File: config.mk
export PLATFORM = sky130hd
export DESIGN_NAME = rsc_reset_cause
export DESIGN_NICKNAME = d
export VERILOG_FILES = /design/src/rsc_pkg.sv /design/src/rsc_reset_cause.sv /design/src/rsc_pin_filter.sv /design/src/rsc_powerup_timer.sv
export VERILOG_INCLUDE_DIRS = /design/src
export SDC_FILE = /design/constraint.sdc
export NUM_CORES = 1
export LEC_CHECK = 0
export BUFFER_PORTS_ARGS = -buffer_cell sky130_fd_sc_hd__buf_2
export CORE_MARGIN = 5
export CORE_UTILIZATION = 29
export DETAILED_ROUTE_END_ITERATION = 7
export GPL_ROUTABILITY_DRIVEN = 0
export SYNTH_ARGS = -nofsm -noshare
export SYNTH_HDL_FRONTEND = slang
export SYNTH_HIERARCHICAL = 1
export SYNTH_SLANG_ARGS = --single-unit
File: constraint.sdc
create_clock -name clk_i -period 3.8 [get_ports clk_i]
set_input_delay 0.57 -clock clk_i [delete_from_list [all_inputs] [get_ports clk_i]]
set_output_delay 0.57 -clock clk_i [all_outputs]
set_load 0.005 [all_outputs]
File: src/rsc_regs.svh
// register offsets, field positions, reset values and timing counts
// assumes a 25 MHz system clock; included by the three design module files, not by the package
`ifndef RSC_REGS_SVH
`define RSC_REGS_SVH
`define RSC_CAUSE_ADDR 8'h00
`define RSC_CTRL_ADDR 8'h04
`define RSC_STAT_ADDR 8'h08
`define RSC_BIT_POR 0
`define RSC_BIT_BOR 1
`define RSC_BIT_IDLE 2
`define RSC_BIT_SLEEP 3
`define RSC_BIT_WATCHDOG_TIMEOUT_FLAG 4
`define RSC_BIT_SWR 6
`define RSC_BIT_PIN_RESET_FLAG 7
`define RSC_BIT_CM 9
`define RSC_BIT_ILL 14
`define RSC_BIT_TRAP 15
`define RSC_CAUSE_WMASK 16'hc2df
`define RSC_COLD_CLR 16'hc25c
`define RSC_CAUSE_RST 16'h0003
`define RSC_POWERUP_TIMER_SEL_RST 3'h7
`define RSC_CLKSEL_RST 3'h0
`define RSC_RESET_ADDR 24'h000000
`define RSC_ILLEGAL_OP 8'h3f
`define RSC_HARD_TRAP_LO 4'hd
`define RSC_HARD_TRAP_HI 4'hf
`define RSC_WREG_SP 15
`define RSC_CLK_KHZ 25000
`define RSC_BOR_EXT_US 100
`define RSC_BOR_EXT_CYC ((`RSC_BOR_EXT_US * `RSC_CLK_KHZ) / 1000)
`define RSC_PIN_MIN_NS 2000
`define RSC_PIN_MIN_CYC ((`RSC_PIN_MIN_NS * `RSC_CLK_KHZ + 999999) / 1000000)
`define RSC_POWERUP_TIMER_STEP_MS 1
`define RSC_POWERUP_TIMER_STEP_CYC (`RSC_POWERUP_TIMER_STEP_MS * `RSC_CLK_KHZ)
`endif

File: src/rsc_pkg.sv
// types shared by the reset source and cause logic
// assumes nothing beyond the standard language
`default_nettype none
package rsc_pkg;
  typedef enum logic [1:0] {SEQ_LOW, SEQ_BOR_EXT, SEQ_POWERUP_TIMER, SEQ_RUN} rsc_seq_type;
  typedef struct packed {
    rsc_seq_type seq;
    logic [31:0] cnt;
    logic hold;
    logic drop;
  } rsc_tmr_type;
  typedef struct packed {
    logic [7:0] cnt;
    logic rst;
  } rsc_flt_type;
  typedef struct packed {
    logic ack;
    logic [31:0] rdata;
    logic [15:0] cause;
    logic [2:0] powerup_timer_sel;
    logic system_reset_n_n;
    logic cold;
    logic wake;
    logic [2:0] clksel;
    logic started;
    logic fetch_start;
    logic [23:0] start_addr;
    logic [14:0] wreg_init;
    logic [15:0] pps_shadow;
  } rsc_top_type;
endpackage : rsc_pkg
`default_nettype wire

File: src/rsc_reset_cause.sv
// reset source merging, reset-cause register and wishbone slave
// assumes rst_i is the power-on reset and all event inputs are
// single-cycle pulses synchronous to clk_i
//
// Local design decisions: the Wishbone register port and the address map.
`include "rsc_regs.svh"
`default_nettype none
module rsc_reset_cause #(
  parameter int unsigned POWERUP_TIMER_STEP_CYC = `RSC_POWERUP_TIMER_STEP_CYC
) (
  // clock and power-on reset
  input wire logic clk_i,
  input wire logic rst_i,
  // wishbone slave
  input wire logic wb_cyc_i,
  input wire logic wb_stb_i,
  input wire logic wb_we_i,
  input wire logic [7:0] wb_adr_i,
  input wire logic [3:0] wb_sel_i,
  input wire logic [31:0] wb_dat_i,
  output logic [31:0] wb_dat_o,
  output logic wb_ack_o,
  // supply and pin
  input wire logic supply_ok_i,
  input wire logic external_reset_pin_n_i,
  // core events
  input wire logic reset_instr_i,
  input wire logic wdt_timeout_i,
  input wire logic sleep_mode_i,
  input wire logic idle_mode_i,
  input wire logic power_save_sleep_i,
  input wire logic power_save_idle_i,
  input wire logic watchdog_clear_instruction_i,
  input wire logic trap_busy_i,
  input wire logic [3:0] trap_busy_level_i,
  input wire logic trap_new_i,
  input wire logic [3:0] trap_new_level_i,
  input wire logic fetch_valid_i,
  input wire logic [23:0] fetch_opcode_i,
  input wire logic wreg_write_i,
  input wire logic [3:0] wreg_write_idx_i,
  input wire logic ptr_use_i,
  input wire logic [3:0] ptr_use_idx_i,
  input wire logic program_flow_change_i,
  input wire logic vector_flow_change_i,
  input wire logic target_restricted_i,
  input wire logic pps_write_i,
  input wire logic [15:0] pps_wdata_i,
  input wire logic [15:0] pps_value_i,
  // clock control
  input wire logic [2:0] initial_clock_select_i,
  input wire logic clock_ready_i,
  // reset outputs
  output logic system_reset_n_o,
  output logic cold_reset_o,
  output logic [2:0] current_clock_select_o,
  output logic wake_o,
  output logic fetch_start_o,
  output logic [23:0] start_addr_o
);
  import rsc_pkg::*;
  rsc_top_type st_ff;
  rsc_top_type nxt_st;
  logic bor_hold;
  logic bor_drop;
  logic pin_reset;
  logic running;
  logic ev_swr;
  logic ev_wdt;
  logic ev_trap;
  logic ev_cm;
  logic ev_iop;
  logic ev_uwr;
  logic ev_sec;
  logic warm_any;
  logic bus_go;
  logic [7:0] bus_addr;
  logic [15:0] wmask;
  logic [14:0] wreg_set;

  rsc_powerup_timer #(
    .POWERUP_TIMER_STEP_CYC(POWERUP_TIMER_STEP_CYC)
  ) u_timer (
    .clk_i(clk_i),
    .rst_i(rst_i),
    .supply_ok_i(supply_ok_i),
    .powerup_delay_select_i(st_ff.powerup_timer_sel),
    .hold_o(bor_hold),
    .drop_o(bor_drop)
  );

  rsc_pin_filter u_pin (
    .clk_i(clk_i),
    .rst_i(rst_i),
    .external_reset_pin_n_i(external_reset_pin_n_i),
    .pin_reset_o(pin_reset)
  );

  // per-register write decode for the init marks; the stack pointer
  // is never tracked so it is not part of this vector
  genvar gi;
  generate
    for (gi = 0; gi < 15; gi++) begin : g_wreg
      assign wreg_set[gi] = wreg_write_i && (wreg_write_idx_i == 4'(gi));
    end
  endgenerate

  assign running = st_ff.system_reset_n_n;
  assign ev_swr = running && reset_instr_i;
  // a timeout while asleep only wakes the core
  assign ev_wdt = running && wdt_timeout_i && !sleep_mode_i && !idle_mode_i;
  assign ev_trap = running && trap_busy_i && trap_new_i
    && (trap_new_level_i >= `RSC_HARD_TRAP_LO) && (trap_new_level_i <= `RSC_HARD_TRAP_HI)
    && (trap_new_level_i < trap_busy_level_i);
  // a legal write reloads the shadow, so the compare skips that cycle
  assign ev_cm = running && !pps_write_i && (pps_value_i != st_ff.pps_shadow);
  assign ev_iop = running && fetch_valid_i && (fetch_opcode_i[23:16] == `RSC_ILLEGAL_OP);
  assign ev_uwr = running && ptr_use_i && (ptr_use_idx_i != 4'(`RSC_WREG_SP))
    && !st_ff.wreg_init[ptr_use_idx_i[3:0] == 4'hf ? 4'h0 : ptr_use_idx_i];
  assign ev_sec = running && (program_flow_change_i || vector_flow_change_i)
    && target_restricted_i;
  assign warm_any = ev_swr || ev_wdt || ev_trap || ev_cm || ev_iop || ev_uwr || ev_sec;

  assign bus_go = wb_cyc_i && wb_stb_i;
  assign bus_addr = {wb_adr_i[7:2], 2'b00};
  assign wmask = {{8{wb_sel_i[1]}}, {8{wb_sel_i[0]}}} & `RSC_CAUSE_WMASK;

  always_comb begin
    nxt_st = st_ff;
    nxt_st.ack = bus_go && !st_ff.ack;
    nxt_st.wake = running && wdt_timeout_i && (sleep_mode_i || idle_mode_i);
    nxt_st.fetch_start = 1'b0;
    // read data is captured with ack, from the state before this access
    nxt_st.rdata = 32'h0;
    if (bus_addr == `RSC_CAUSE_ADDR) begin
      nxt_st.rdata = {16'h0, st_ff.cause};
    end else if (bus_addr == `RSC_CTRL_ADDR) begin
      nxt_st.rdata = {29'h0, st_ff.powerup_timer_sel};
    end else if (bus_addr == `RSC_STAT_ADDR) begin
      nxt_st.rdata = {25'h0, st_ff.clksel, pin_reset, bor_hold, st_ff.system_reset_n_n, supply_ok_i};
    end
    // the write lands on the edge where ack is seen high; a flag write
    // only stores the value and never feeds the reset merge
    if (bus_go && st_ff.ack && wb_we_i) begin
      if (bus_addr == `RSC_CAUSE_ADDR) begin
        nxt_st.cause = (st_ff.cause & ~wmask) | (wb_dat_i[15:0] & wmask);
      end else if ((bus_addr == `RSC_CTRL_ADDR) && wb_sel_i[0]) begin
        nxt_st.powerup_timer_sel = wb_dat_i[2:0];
      end
    end
    // cold clears first, then every event sets so a set beats any clear
    if (bor_drop) begin
      nxt_st.cause = (nxt_st.cause & ~`RSC_COLD_CLR);
    end
    if (power_save_sleep_i || power_save_idle_i || watchdog_clear_instruction_i) begin
      nxt_st.cause[`RSC_BIT_WATCHDOG_TIMEOUT_FLAG] = 1'b0;
    end
    if (bor_drop) begin
      nxt_st.cause[`RSC_BIT_BOR] = 1'b1;
    end
    if (pin_reset) begin
      nxt_st.cause[`RSC_BIT_PIN_RESET_FLAG] = 1'b1;
    end
    if (ev_swr) begin
      nxt_st.cause[`RSC_BIT_SWR] = 1'b1;
    end
    if (ev_wdt) begin
      nxt_st.cause[`RSC_BIT_WATCHDOG_TIMEOUT_FLAG] = 1'b1;
    end
    if (power_save_sleep_i) begin
      nxt_st.cause[`RSC_BIT_SLEEP] = 1'b1;
    end
    if (power_save_idle_i) begin
      nxt_st.cause[`RSC_BIT_IDLE] = 1'b1;
    end
    if (ev_trap) begin
      nxt_st.cause[`RSC_BIT_TRAP] = 1'b1;
    end
    if (ev_cm) begin
      nxt_st.cause[`RSC_BIT_CM] = 1'b1;
    end
    if (ev_iop || ev_uwr || ev_sec) begin
      nxt_st.cause[`RSC_BIT_ILL] = 1'b1;
    end
    // warm sources last one cycle, so release is the next cycle
    nxt_st.system_reset_n_n = !(bor_hold || pin_reset || warm_any);
    nxt_st.cold = bor_hold;
    if (bor_hold) begin
      nxt_st.clksel = initial_clock_select_i;
    end
    if (!st_ff.system_reset_n_n) begin
      nxt_st.wreg_init = 15'h0;
      nxt_st.started = 1'b0;
      nxt_st.pps_shadow = pps_value_i;
    end else begin
      nxt_st.wreg_init = st_ff.wreg_init | wreg_set;
      if (pps_write_i) begin
        nxt_st.pps_shadow = pps_wdata_i;
      end
      if (!st_ff.started && clock_ready_i) begin
        nxt_st.started = 1'b1;
        nxt_st.fetch_start = 1'b1;
      end
    end
    nxt_st.start_addr = `RSC_RESET_ADDR;
  end

  always_ff @(posedge clk_i) begin
    if (rst_i) begin
      st_ff <= '{ack: 1'b0, rdata: 32'h0, cause: `RSC_CAUSE_RST,
                 powerup_timer_sel: `RSC_POWERUP_TIMER_SEL_RST, system_reset_n_n: 1'b0, cold: 1'b1, wake: 1'b0,
                 clksel: `RSC_CLKSEL_RST, started: 1'b0, fetch_start: 1'b0,
                 start_addr: `RSC_RESET_ADDR, wreg_init: 15'h0, pps_shadow: 16'h0};
    end else begin
      st_ff <= nxt_st;
    end
  end

  assign wb_ack_o = st_ff.ack;
  assign wb_dat_o = st_ff.rdata;
  assign system_reset_n_o = st_ff.system_reset_n_n;
  assign cold_reset_o = st_ff.cold;
  assign current_clock_select_o = st_ff.clksel;
  assign wake_o = st_ff.wake;
  assign fetch_start_o = st_ff.fetch_start;
  assign start_addr_o = st_ff.start_addr;
endmodule : rsc_reset_cause
`default_nettype wire

File: src/rsc_pin_filter.sv
// glitch filter for the active-low external reset pin
// assumes the pin is already synchronous to clk_i
`include "rsc_regs.svh"
`default_nettype none
module rsc_pin_filter (
  // clock and reset
  input wire logic clk_i,
  input wire logic rst_i,
  // pin and filtered reset
  input wire logic external_reset_pin_n_i,
  output logic pin_reset_o
);
  import rsc_pkg::*;
  rsc_flt_type st_ff;
  rsc_flt_type nxt_st;
  localparam logic [7:0] MIN_CYC = 8'(`RSC_PIN_MIN_CYC);

  always_comb begin
    nxt_st = st_ff;
    if (external_reset_pin_n_i) begin
      nxt_st.cnt = 8'h00;
      nxt_st.rst = 1'b0;
    end else begin
      // saturate so a long hold cannot wrap and release early
      if (st_ff.cnt != MIN_CYC) begin
        nxt_st.cnt = st_ff.cnt + 8'h01;
      end
      nxt_st.rst = (st_ff.cnt == MIN_CYC);
    end
  end

  always_ff @(posedge clk_i) begin
    if (rst_i) begin
      st_ff <= '0;
    end else begin
      st_ff <= nxt_st;
    end
  end

  assign pin_reset_o = st_ff.rst;
endmodule : rsc_pin_filter
`default_nettype wire

File: src/rsc_powerup_timer.sv
// brown-out extension and programmable power-up delay sequencer
// assumes supply_ok_i is the comparator level, synchronous to clk_i
`include "rsc_regs.svh"
`default_nettype none
module rsc_powerup_timer #(
  parameter int unsigned POWERUP_TIMER_STEP_CYC = `RSC_POWERUP_TIMER_STEP_CYC
) (
  // clock and reset
  input wire logic clk_i,
  input wire logic rst_i,
  // supply monitor and delay select
  input wire logic supply_ok_i,
  input wire logic [2:0] powerup_delay_select_i,
  // hold and brown-out event
  output logic hold_o,
  output logic drop_o
);
  import rsc_pkg::*;
  rsc_tmr_type st_ff;
  rsc_tmr_type nxt_st;
  localparam logic [31:0] BOR_EXT_LAST = 32'(`RSC_BOR_EXT_CYC - 1);

  always_comb begin
    nxt_st = st_ff;
    nxt_st.drop = 1'b0;
    if (!supply_ok_i) begin
      // every dip restarts the whole extension from the top
      nxt_st.drop = (st_ff.seq != SEQ_LOW);
      nxt_st.seq = SEQ_LOW;
      nxt_st.cnt = 32'h0;
    end else begin
      case (st_ff.seq)
        SEQ_LOW: begin
          nxt_st.seq = SEQ_BOR_EXT;
          nxt_st.cnt = BOR_EXT_LAST;
        end
        SEQ_BOR_EXT: begin
          if (st_ff.cnt != 32'h0) begin
            nxt_st.cnt = st_ff.cnt - 32'h1;
          end else if (powerup_delay_select_i == 3'h0) begin
            nxt_st.seq = SEQ_RUN;
          end else begin
            nxt_st.seq = SEQ_POWERUP_TIMER;
            nxt_st.cnt = (32'(POWERUP_TIMER_STEP_CYC) << powerup_delay_select_i) - 32'h1;
          end
        end
        SEQ_POWERUP_TIMER: begin
          if (st_ff.cnt != 32'h0) begin
            nxt_st.cnt = st_ff.cnt - 32'h1;
          end else begin
            nxt_st.seq = SEQ_RUN;
          end
        end
        default: begin
          nxt_st.seq = SEQ_RUN;
        end
      endcase
    end
    nxt_st.hold = (nxt_st.seq != SEQ_RUN);
  end

  always_ff @(posedge clk_i) begin
    if (rst_i) begin
      st_ff <= '{seq: SEQ_LOW, cnt: 32'h0, hold: 1'b1, drop: 1'b0};
    end else begin
      st_ff <= nxt_st;
    end
  end

  assign hold_o = st_ff.hold;
  assign drop_o = st_ff.drop;
endmodule : rsc_powerup_timer
`default_nettype wire

# ---- Word level (Yosys, flattened, before mapping)
# Index checks and enable logic that the tools add are counted.
dict set report word_totals {
  register_bits 160
  out_inout_bits 64
  wordCells 201
  inputBits 143
}
dict set report op_classes {
  n_shift 1
  n_lt_le_gt_ge 4
  n_eq_ne 28
  add_sub_neg 3
  n_mux 32
  reduce_logical 97
  bitwise 8
}
# operator n
set ops {}
lappend ops {{32-bit 2-to-1 mux} 4}
lappend ops {{32-bit case mux with 3 select lines} 1}
lappend ops {{16-bit 2-to-1 mux} 4}
lappend ops {{32-bit by 1-bit subtractor with 32-bit output (second input constant)} 2}
lappend ops {{1-bit logical AND} 40}
lappend ops {{3-bit nonzero test} 13}
lappend ops {{34-bit 2-to-1 mux} 1}
lappend ops {{16-bit AND} 2}
lappend ops {{4-bit == test (second input constant)} 8}
lappend ops {{32-bit nonzero test} 1}
lappend ops {{15-bit by 3-bit left shift with 32-bit output (first input constant)} 1}
lappend ops {{19-bit 2-to-1 mux} 1}
lappend ops {{4-bit by 3-bit == test with 1-bit output (second input constant)} 4}
lappend ops {{8-bit by 6-bit == test with 1-bit output (second input constant)} 2}
lappend ops {{16-bit inequality test} 1}
lappend ops {{16-bit inverter} 1}
lappend ops {{16-bit OR} 1}
lappend ops {{15-bit OR} 1}
lappend ops {{1-bit logical OR} 14}
lappend ops {{7-bit 2-to-1 mux} 2}
lappend ops {{2-bit AND reduction} 7}
lappend ops {{1-bit 2-to-1 mux} 12}
lappend ops {{2-bit OR reduction} 5}
lappend ops {{8-bit by 1-bit adder with 8-bit output (second input constant)} 1}
lappend ops {{30 further kinds} 44}

# ---- Logic depth before layout (Yosys ltp)
# Gate-level depths: netlist of the first run.
dict set report depth {
  ltp_word 12
  mapped_depth 11
  ltp_nobuf 11
}

# ---- Hierarchy
# The synthesis of the first run kept the hierarchy.
# mod area_per_inst_um2 cells_each n_inst seq_area_each_um2
set modules_own_cells {}
lappend modules_own_cells {rsc_reset_cause 3489.6 397 1 1281.2}
lappend modules_own_cells {rsc_powerup_timer 2682.6 359 1 720.7}
lappend modules_own_cells {rsc_pin_filter 401.6 45 1 180.2}

# ---- Worst setup path after synthesis of the first run
# Ideal clock, no wire load.
dict set report synth_path {
  path_kind {register to register}
  startpoint {register u_timer/st_ff[2] in the netlist's numbering}
  endpoint {register u_timer/st_ff[21] in the netlist's numbering}
  slack_ps 1029
  path_buffers 2
  stages_incl_launch_ff 11
  arrival_time_ps 2645
  cell_sequence {dfxtp_1 inv_1 ha_1 or4b_4 buf_6 or4_4 or4_4 buf_6 a21o_1 a22oi_2 o21ai_1}
}
dict set report synth_via {
  elab_chain_len 3
  elab_cells_between_ends 8
  cone_classes {1 x add/sub; 2 x eq/ne; 3 x mux; 2 x reduce/logical}
}
# item line_no
set synth_rtl {}
lappend synth_rtl {{start: declaration} rsc_powerup_timer.sv:19} ;# rsc_tmr_type st_ff;
lappend synth_rtl {{start signal: assignment} rsc_powerup_timer.sv:64} ;# st_ff <= '{seq: SEQ_LOW, cnt: 32'h0, hold: 1'b1, drop: 1'b0};
lappend synth_rtl {{start signal: assignment} rsc_powerup_timer.sv:66} ;# st_ff <= nxt_st;
lappend synth_rtl {{32-bit by 1-bit subtractor with 32-bit output / 32-bit nonzero test (equally long branches)} --}
lappend synth_rtl {{32-bit 2-to-1 mux, or another cell as far along} rsc_powerup_timer.sv:48} ;# if (st_ff.cnt != 32'h0) begin
lappend synth_rtl {{32-bit case mux with 3 select lines / 3-bit AND reduction (equally long branches)} --}
# Parallel ways exist; a longest one is shown, timed or not. The select of a mux whose other input is x is not followed.
# A chain may end at the register's enable or synchronous reset.

# ---- Worst setup path after layout of the first run
dict set report layout_path {
  startpoint {register u_timer/st_ff[2] in the netlist's numbering}
  endpoint {register u_timer/st_ff[32] in the netlist's numbering}
}
# Same word-level chain as after synthesis.

==> results of run 1 <==
-- cell type report --
type                    count  area share [%]
multi-input cells         611            51.4
flip-flops and latches    109            29.3
repair buffers            128            8.91
well taps                 285            4.79
clock buffers               9            3.03
inverters                  29            1.46
clock inverters             7            1.14
-- state kept, by name, indices dropped and copies added, names as in the netlist, named ones only --
register and cells:
u_pin/st_ff 8, u_timer/drop_o 1, cold_reset_o 1, current_clock_select_o 3
fetch_start_o 1, wake_o 1, system_reset_n_o 1, u_pin/pin_reset_o 1
u_timer/hold_o 1, u_timer/st_ff 34, wb_ack_o 1, st_ff 43
wb_dat_o 11
-- cells in the mapped netlist (all sizes together) (3+ instances only) --
cell | n | area share (%)
a21o | 3 | 0.34
nor2 | 93 | 5.4
and3 | 8 | 0.76
mux2i | 36 | 5.5
buf | 75 | 8.3
clkbuf | 21 | 1.2
a31oi | 11 | 1.0
nand3 | 11 | 0.84
ha | 18 | 3.4
mux2 | 3 | 0.51
a21oi | 52 | 4.0
xnor2 | 28 | 3.7
or2 | 7 | 0.67
a211oi | 22 | 2.5
a211o | 5 | 0.67
nand4b | 3 | 0.40
dfxtp | 109 | 33
nand3b | 4 | 0.46
a2bb2oi | 5 | 0.67
nor3b | 6 | 0.69
o31ai | 5 | 0.57
a32oi | 3 | 0.40
or3 | 12 | 1.2
nor2b | 8 | 0.76
a221oi | 3 | 0.40
and2 | 6 | 0.57
xor2 | 4 | 0.53
nand4 | 20 | 2.4
or4 | 8 | 1.1
inv | 29 | 1.7
nand2 | 49 | 2.8
nor4 | 18 | 2.2
o211ai | 7 | 0.80
o21ai | 42 | 3.2
nand2b | 7 | 0.67
nor3 | 28 | 2.1
o21a | 4 | 0.46
-- path summary, 6_finish.rpt --
path | slack [ns] | to | cells past startpoint
max reg2reg | 0.72 | u_timer/st_ff[32] | 8
min reg2reg | 0.42 | fetch_start_o | 1
max | 0.72 | u_timer/st_ff[32] | 8
min | 0.42 | fetch_start_o | 1
-- critical path: stages (launching register included) --
cell and delay, ns:
dfxtp_1 0.33, inv_1 0.09, ha_1 0.23, or4b_4 0.54, or4_4 0.46, nor4_1 0.74
nor2_1 0.24, a31oi_1 0.23, a311oi_1 0.06
-- per-layer routing --
layer  routed length (um)  part of all wire [%]
met5                   20                  0.11
met4                  223                   1.2
met3                 1640                   8.7
met2                 8860                    47
met1                 8210                    43
-- per-stage QoR --
stage	power [uW]	std cells
floorplan	1590	845
detailed placement	1700	1162
finish	2680	1178
global route	2810	1178
global placement	1700	1162
CTS	2700	1178
-- power by group --
| part | total (uW) | internal [uW] | switching, uW |
|---|---|---|---|
| Sequential | 1200 | 1170 | 29.2 |
| Clock | 997 | 475 | 522 |
| Combinational | 484 | 196 | 288 |
| Total | 2680 | 1840 | 840 |
-- cell families (layout without fill, tap and decap cells) --
group	Yosys count	after routing	synth area share, %
multiplexers	39	39	6.00
AND/OR/NAND/NOR	295	295	24.1
AO/OA/AOI/OAI	182	182	17.8
adder cells (fa/ha/maj)	18	18	3.43
XOR/XNOR	32	32	4.26
flip-flops	109	109	33.2
other	1	45	0.0570
buffers and inverters	125	173	11.2
==> flow_metrics.env, run 1 <==
export IMPL_use_met1_pct=18.4
export IMPL_die_y_um=161
export IMPL_antenna_left=0
export IMPL_outcome="finished clean"
export IMPL_crit_path_end_kind="flip-flop"
export IMPL_leakage_uw=0.00311
export IMPL_critical_path_class="flip-flop to flip-flop"
export IMPL_r2r_start="u_timer/st_ff[2]"
export IMPL_cts_max_level=3
export IMPL_peakVddDrop_uv=225
export IMPL_cts_sinks=109
export IMPL_skew_ns=0.0122
export IMPL_start_util_pct=29.2
export IMPL_cp_required_ns=4.00
export IMPL_wl_mm=19.0
export IMPL_rsz0062_at_grt="false"
export IMPL_fin_area_um2=7440
export IMPL_synthArstFlopShare_pct=0
export IMPL_synthFlopType="dfxtp_1"
export IMPL_drt_vias_per_instance=5.08
export IMPL_grt_pass1_wl_mm=29.8
export IMPL_yosysSeqAreaShare_pct=33.2
export IMPL_path_clk_slew_ns=0.09
export IMPL_area_growth_syn_to_layout_pct=13.2
export IMPL_post_cts_setup_buffer_count=0
export IMPL_tritoncts="built"
export IMPL_dieArea_um2=25800
export IMPL_power_per_cell_area_nw_per_um2=360
export IMPL_groute_layer_met3_usage_pct=4.16
export IMPL_startpoint="u_timer/st_ff[2]"
export IMPL_setup_viol=0
export IMPL_drc=0
export IMPL_finalSetupTns_ns=0
export IMPL_cp_max_fo=7
export IMPL_timing_slew_headroom_pct=25.8
export IMPL_grt_pass1_vias=5534
export IMPL_seqCellArea_um2=2180
export IMPL_dpl_hpwl_mm=14.5
export IMPL_crit_path_start_kind="flip-flop"
export IMPL_cts_resized=0
export IMPL_insertion_delay_ns=0.36
export IMPL_fin_util_pct=33.1
export IMPL_overflow=0
export IMPL_met2_usage_pct=23.2
export IMPL_port_buffers=119
export IMPL_cts_buffer_depth=2
export IMPL_place_ws_ns=0.874
export IMPL_postSynthAreaPerCell_um2=8.21
export IMPL_antenna_found_initial=1
export IMPL_cts_buffers=9
export IMPL_final_common_cell="buf_2"
export IMPL_final_net_count=1049
export IMPL_fin_ws_ns=0.721
export IMPL_placed_area_um2=7130
export IMPL_slew_viol_final=0
export IMPL_hold_viol_final=0
export IMPL_ys_seq_elements=109
export IMPL_fin_crit_sh_pct=81.0
export IMPL_io_pins=207
export IMPL_hp_class="flip-flop to flip-flop"
export IMPL_period_needed_ns=3.08
export IMPL_fillers=2385
export IMPL_fin_hold_ws_ns=0.422
export IMPL_drtIter0Drc=452
export IMPL_maxCapViolations=0
export IMPL_clockRootBuffer="clkbuf_16"
export IMPL_fmax_ghz=0.325
export IMPL_synth_edf_count=0
export IMPL_dr_pass1_iters=8
export IMPL_synth_cell_types=72
export IMPL_tightest_slew_ns=1.11
export IMPL_synth_area_um2=6570
export IMPL_die_w_um=161
export IMPL_hold_buffers=0
export IMPL_num_rows=55
export IMPL_hp_start="st_ff[56]"
export IMPL_wl_per_cell_um=16.1
export IMPL_grtUsageTotal_pct=14.1
export IMPL_core_area_um2=22500
export IMPL_multi_input_area_um2=3820
export IMPL_netlist_instances=801
export IMPL_top_usage_layer="met2"
export IMPL_final_cell_mix="buf_2 (119), dfxtp_1 (109), nor2_1 (92)"
export IMPL_layout_drive_gt1_share_pct=18.8
export IMPL_via_count=5985
export IMPL_n_antenna_cell=0
export IMPL_grt_max_degree=35
export IMPL_yosysWarnings=6
export IMPL_arrival_ns=3.27
Power figures use the tool's default switching activity.
==> run 2: changes to the inputs <==
==> constraint.sdc (replaced) <==
create_clock -name clk_i -period 2.8 [get_ports clk_i]
set_input_delay 0.42 -clock clk_i [delete_from_list [all_inputs] [get_ports clk_i]]
set_output_delay 0.42 -clock clk_i [all_outputs]
set_load 0.005 [all_outputs]
==> run 2 against run 1 <==
  * Sequential power up 35%
  * Design area up 4.0%
  * Total power up 41%
  * Fmax up 15%
  * Sequential share of layout area down 1.1 points
  * Via count up 1.2%
  * Critical path depth unchanged
  * Highest routed layer unchanged
==> flow_metrics.env, run 2 (same netlist as run 1, synthesis figures left out) <==
export IMPL_outcome="finished clean"
export IMPL_switching_share_pct=30.0
export IMPL_wl_met1_mm=8.37
export IMPL_dp_cells=1192
export IMPL_hp_class="primary input to flip-flop"
export IMPL_dieArea_um2=25800
export IMPL_insertion_delay_ns=0.36
export IMPL_port_buffers=119
export IMPL_clkPwrFrac_pct=37.8
export IMPL_timing_slew_headroom_pct=48.1
export IMPL_path_buf_inv=1
export IMPL_peakVddDrop_uv=400
export IMPL_die_w_um=161
export IMPL_dr_pass1_iters=5
export IMPL_final_net_count=1080
export IMPL_cts_sinks=109
export IMPL_p_comb_share_pct=19.1
export IMPL_setup_viol=0
export IMPL_fin_area_um2=7740
export IMPL_cp_max_fo=8
export IMPL_placed_area_um2=7370
export IMPL_crit_chain="inv_1 > ha_2 > or4b_4 > or4_4 > or4_4 > a21o_4 > a22oi_2 > o21ai_1"
export IMPL_crit_path_start_kind="flip-flop"
export IMPL_final_cell_count_no_fill=1209
export IMPL_path_clk_slew_ns=0.08
export IMPL_grt_pass1_wl_mm=30.1
export IMPL_crit_path_end_kind="flip-flop"
export IMPL_route_met3_wl_mm=1.55
export IMPL_crit_path_frequent_cell="or4_4"
export IMPL_cp_top_family="simple AND/OR/NAND/NOR gates"
export IMPL_leakage_uw=0.00328
export IMPL_dpl_hpwl_mm=14.9
export IMPL_power_per_cell_area_nw_per_um2=486
export IMPL_p_switching_uw=1130
export IMPL_start_util_pct=29.2
export IMPL_internal_power_uw=2640
export IMPL_grt_max_degree=37
export IMPL_grt_pass1_vias=5745
export IMPL_cp_required_ns=3.05
export IMPL_top_register="st_ff"
export IMPL_io_pins=207
export IMPL_largest_reg_flops=43
export IMPL_core_area_um2=22500
export IMPL_rsz0062_at_grt="true"
export IMPL_final_common_cell="buf_2"
export IMPL_cts_buffers=9
export IMPL_antenna_left=0
export IMPL_cts_buffer_depth=2
export IMPL_overflow=0
export IMPL_cts_max_level=3
export IMPL_tritoncts="built"
export IMPL_num_rows=55
export IMPL_final_cell_mix="buf_2 (119), dfxtp_1 (109), nor2_1 (92)"
export IMPL_hold_viol_final=0
export IMPL_n_antenna_cell=0
export IMPL_seq_power_share_pct=43.1
export IMPL_wl_mm=19.1
export IMPL_clockRootBuffer="clkbuf_16"
export IMPL_antenna_found_initial=1
export IMPL_layout_drive_gt1_share_pct=22.1
export IMPL_fin_crit_sh_pct=95.8
export IMPL_arrival_ns=2.93
export IMPL_wl_per_cell_um=15.8
export IMPL_tightest_slew_ns=0.771
export IMPL_finalSetupTns_ns=0
export IMPL_skew_ns=0.0124
export IMPL_cp_slowest_cell="or4_4"
export IMPL_wl_met2_mm=8.84
export IMPL_grtUsageTotal_pct=14.2
export IMPL_period_needed_ns=2.68
export IMPL_slew_viol_final=0
export IMPL_highest_layer="met5"
export IMPL_fmax_ghz=0.373
export IMPL_via_count=6057
export IMPL_critical_path_class="flip-flop to flip-flop"
export IMPL_drtIter0Drc=443
export IMPL_maxCapViolations=0
export IMPL_area_growth_syn_to_layout_pct=17.8
export IMPL_die_y_um=161
export IMPL_drc=0
export IMPL_drt_vias_per_instance=5.01
export IMPL_max_stage_delay_ns=0.53
[run 2: area by class of cell]
type / instances / area, um^2
inverter: 29 / 109
fill: 2383 / 14800
clock inverter: 7 / 113
timing repair buffer: 159 / 908
tap: 285 / 357
sequential: 109 / 2180
multi-input combinational: 611 / 3850
clock buffer: 9 / 225
[run 2: repair_timing]
action / 4_1_cts / 5_1_grt
pin swaps: 0 / 3
setup buffers: 0 / 1
resized for setup: 1 / 5
setup endpoints to repair: 6 / 24
hold buffers: 0 / 0
[run 2: tightest hold or removal path: stages]
cell	delay [ns]
buf_2	0.08
nor2_1	0.03
nor2_1	0.06
[run 2: through the flow]
stage,total power (uW),setup slack (ns),utilization (%),hold WS (ns)
after floorplan,2150,0.0292,-,0.397
after global placement,2350,-0.0528,32.8,0.403
after detailed placement,2360,-0.0590,32.8,0.417
after CTS,3790,0.0159,34.3,0.267
after global routing,3930,0.000684,34.4,0.293
final,3770,0.117,34.4,0.273
[run 2: power groups by stage]
| stage | clock (uW) | sequential [uW] | combinational (uW) |
|---|---|---|---|
| final | 1420 | 1620 | 721 |
| after CTS | 1460 | 1620 | 706 |
| after floorplan | 0 | 1650 | 500 |
| after detailed placement | 0 | 1660 | 700 |
| after global placement | 0 | 1660 | 694 |
| after global routing | 1510 | 1630 | 784 |
[run 2: path summary, 6_finish.rpt]
path / startpoint / end / slack [ns] / depth (start not counted)
worst max-delay path: u_timer/st_ff[3] / u_timer/st_ff[21] / 0.12 / 8
worst min register to register: st_ff[56] / fetch_start_o / 0.43 / 1
worst max register to register: u_timer/st_ff[3] / u_timer/st_ff[21] / 0.12 / 8
worst min-delay path: clock_ready_i / st_ff[56] / 0.27 / 3
[run 2: routing by layer]
metal	GRT usage [%]	vias to the layer above
met5	0	-
met4	4.61	2
met3	3.87	25
met2	23.5	237
met1	18.1	2788
li1	-	3005
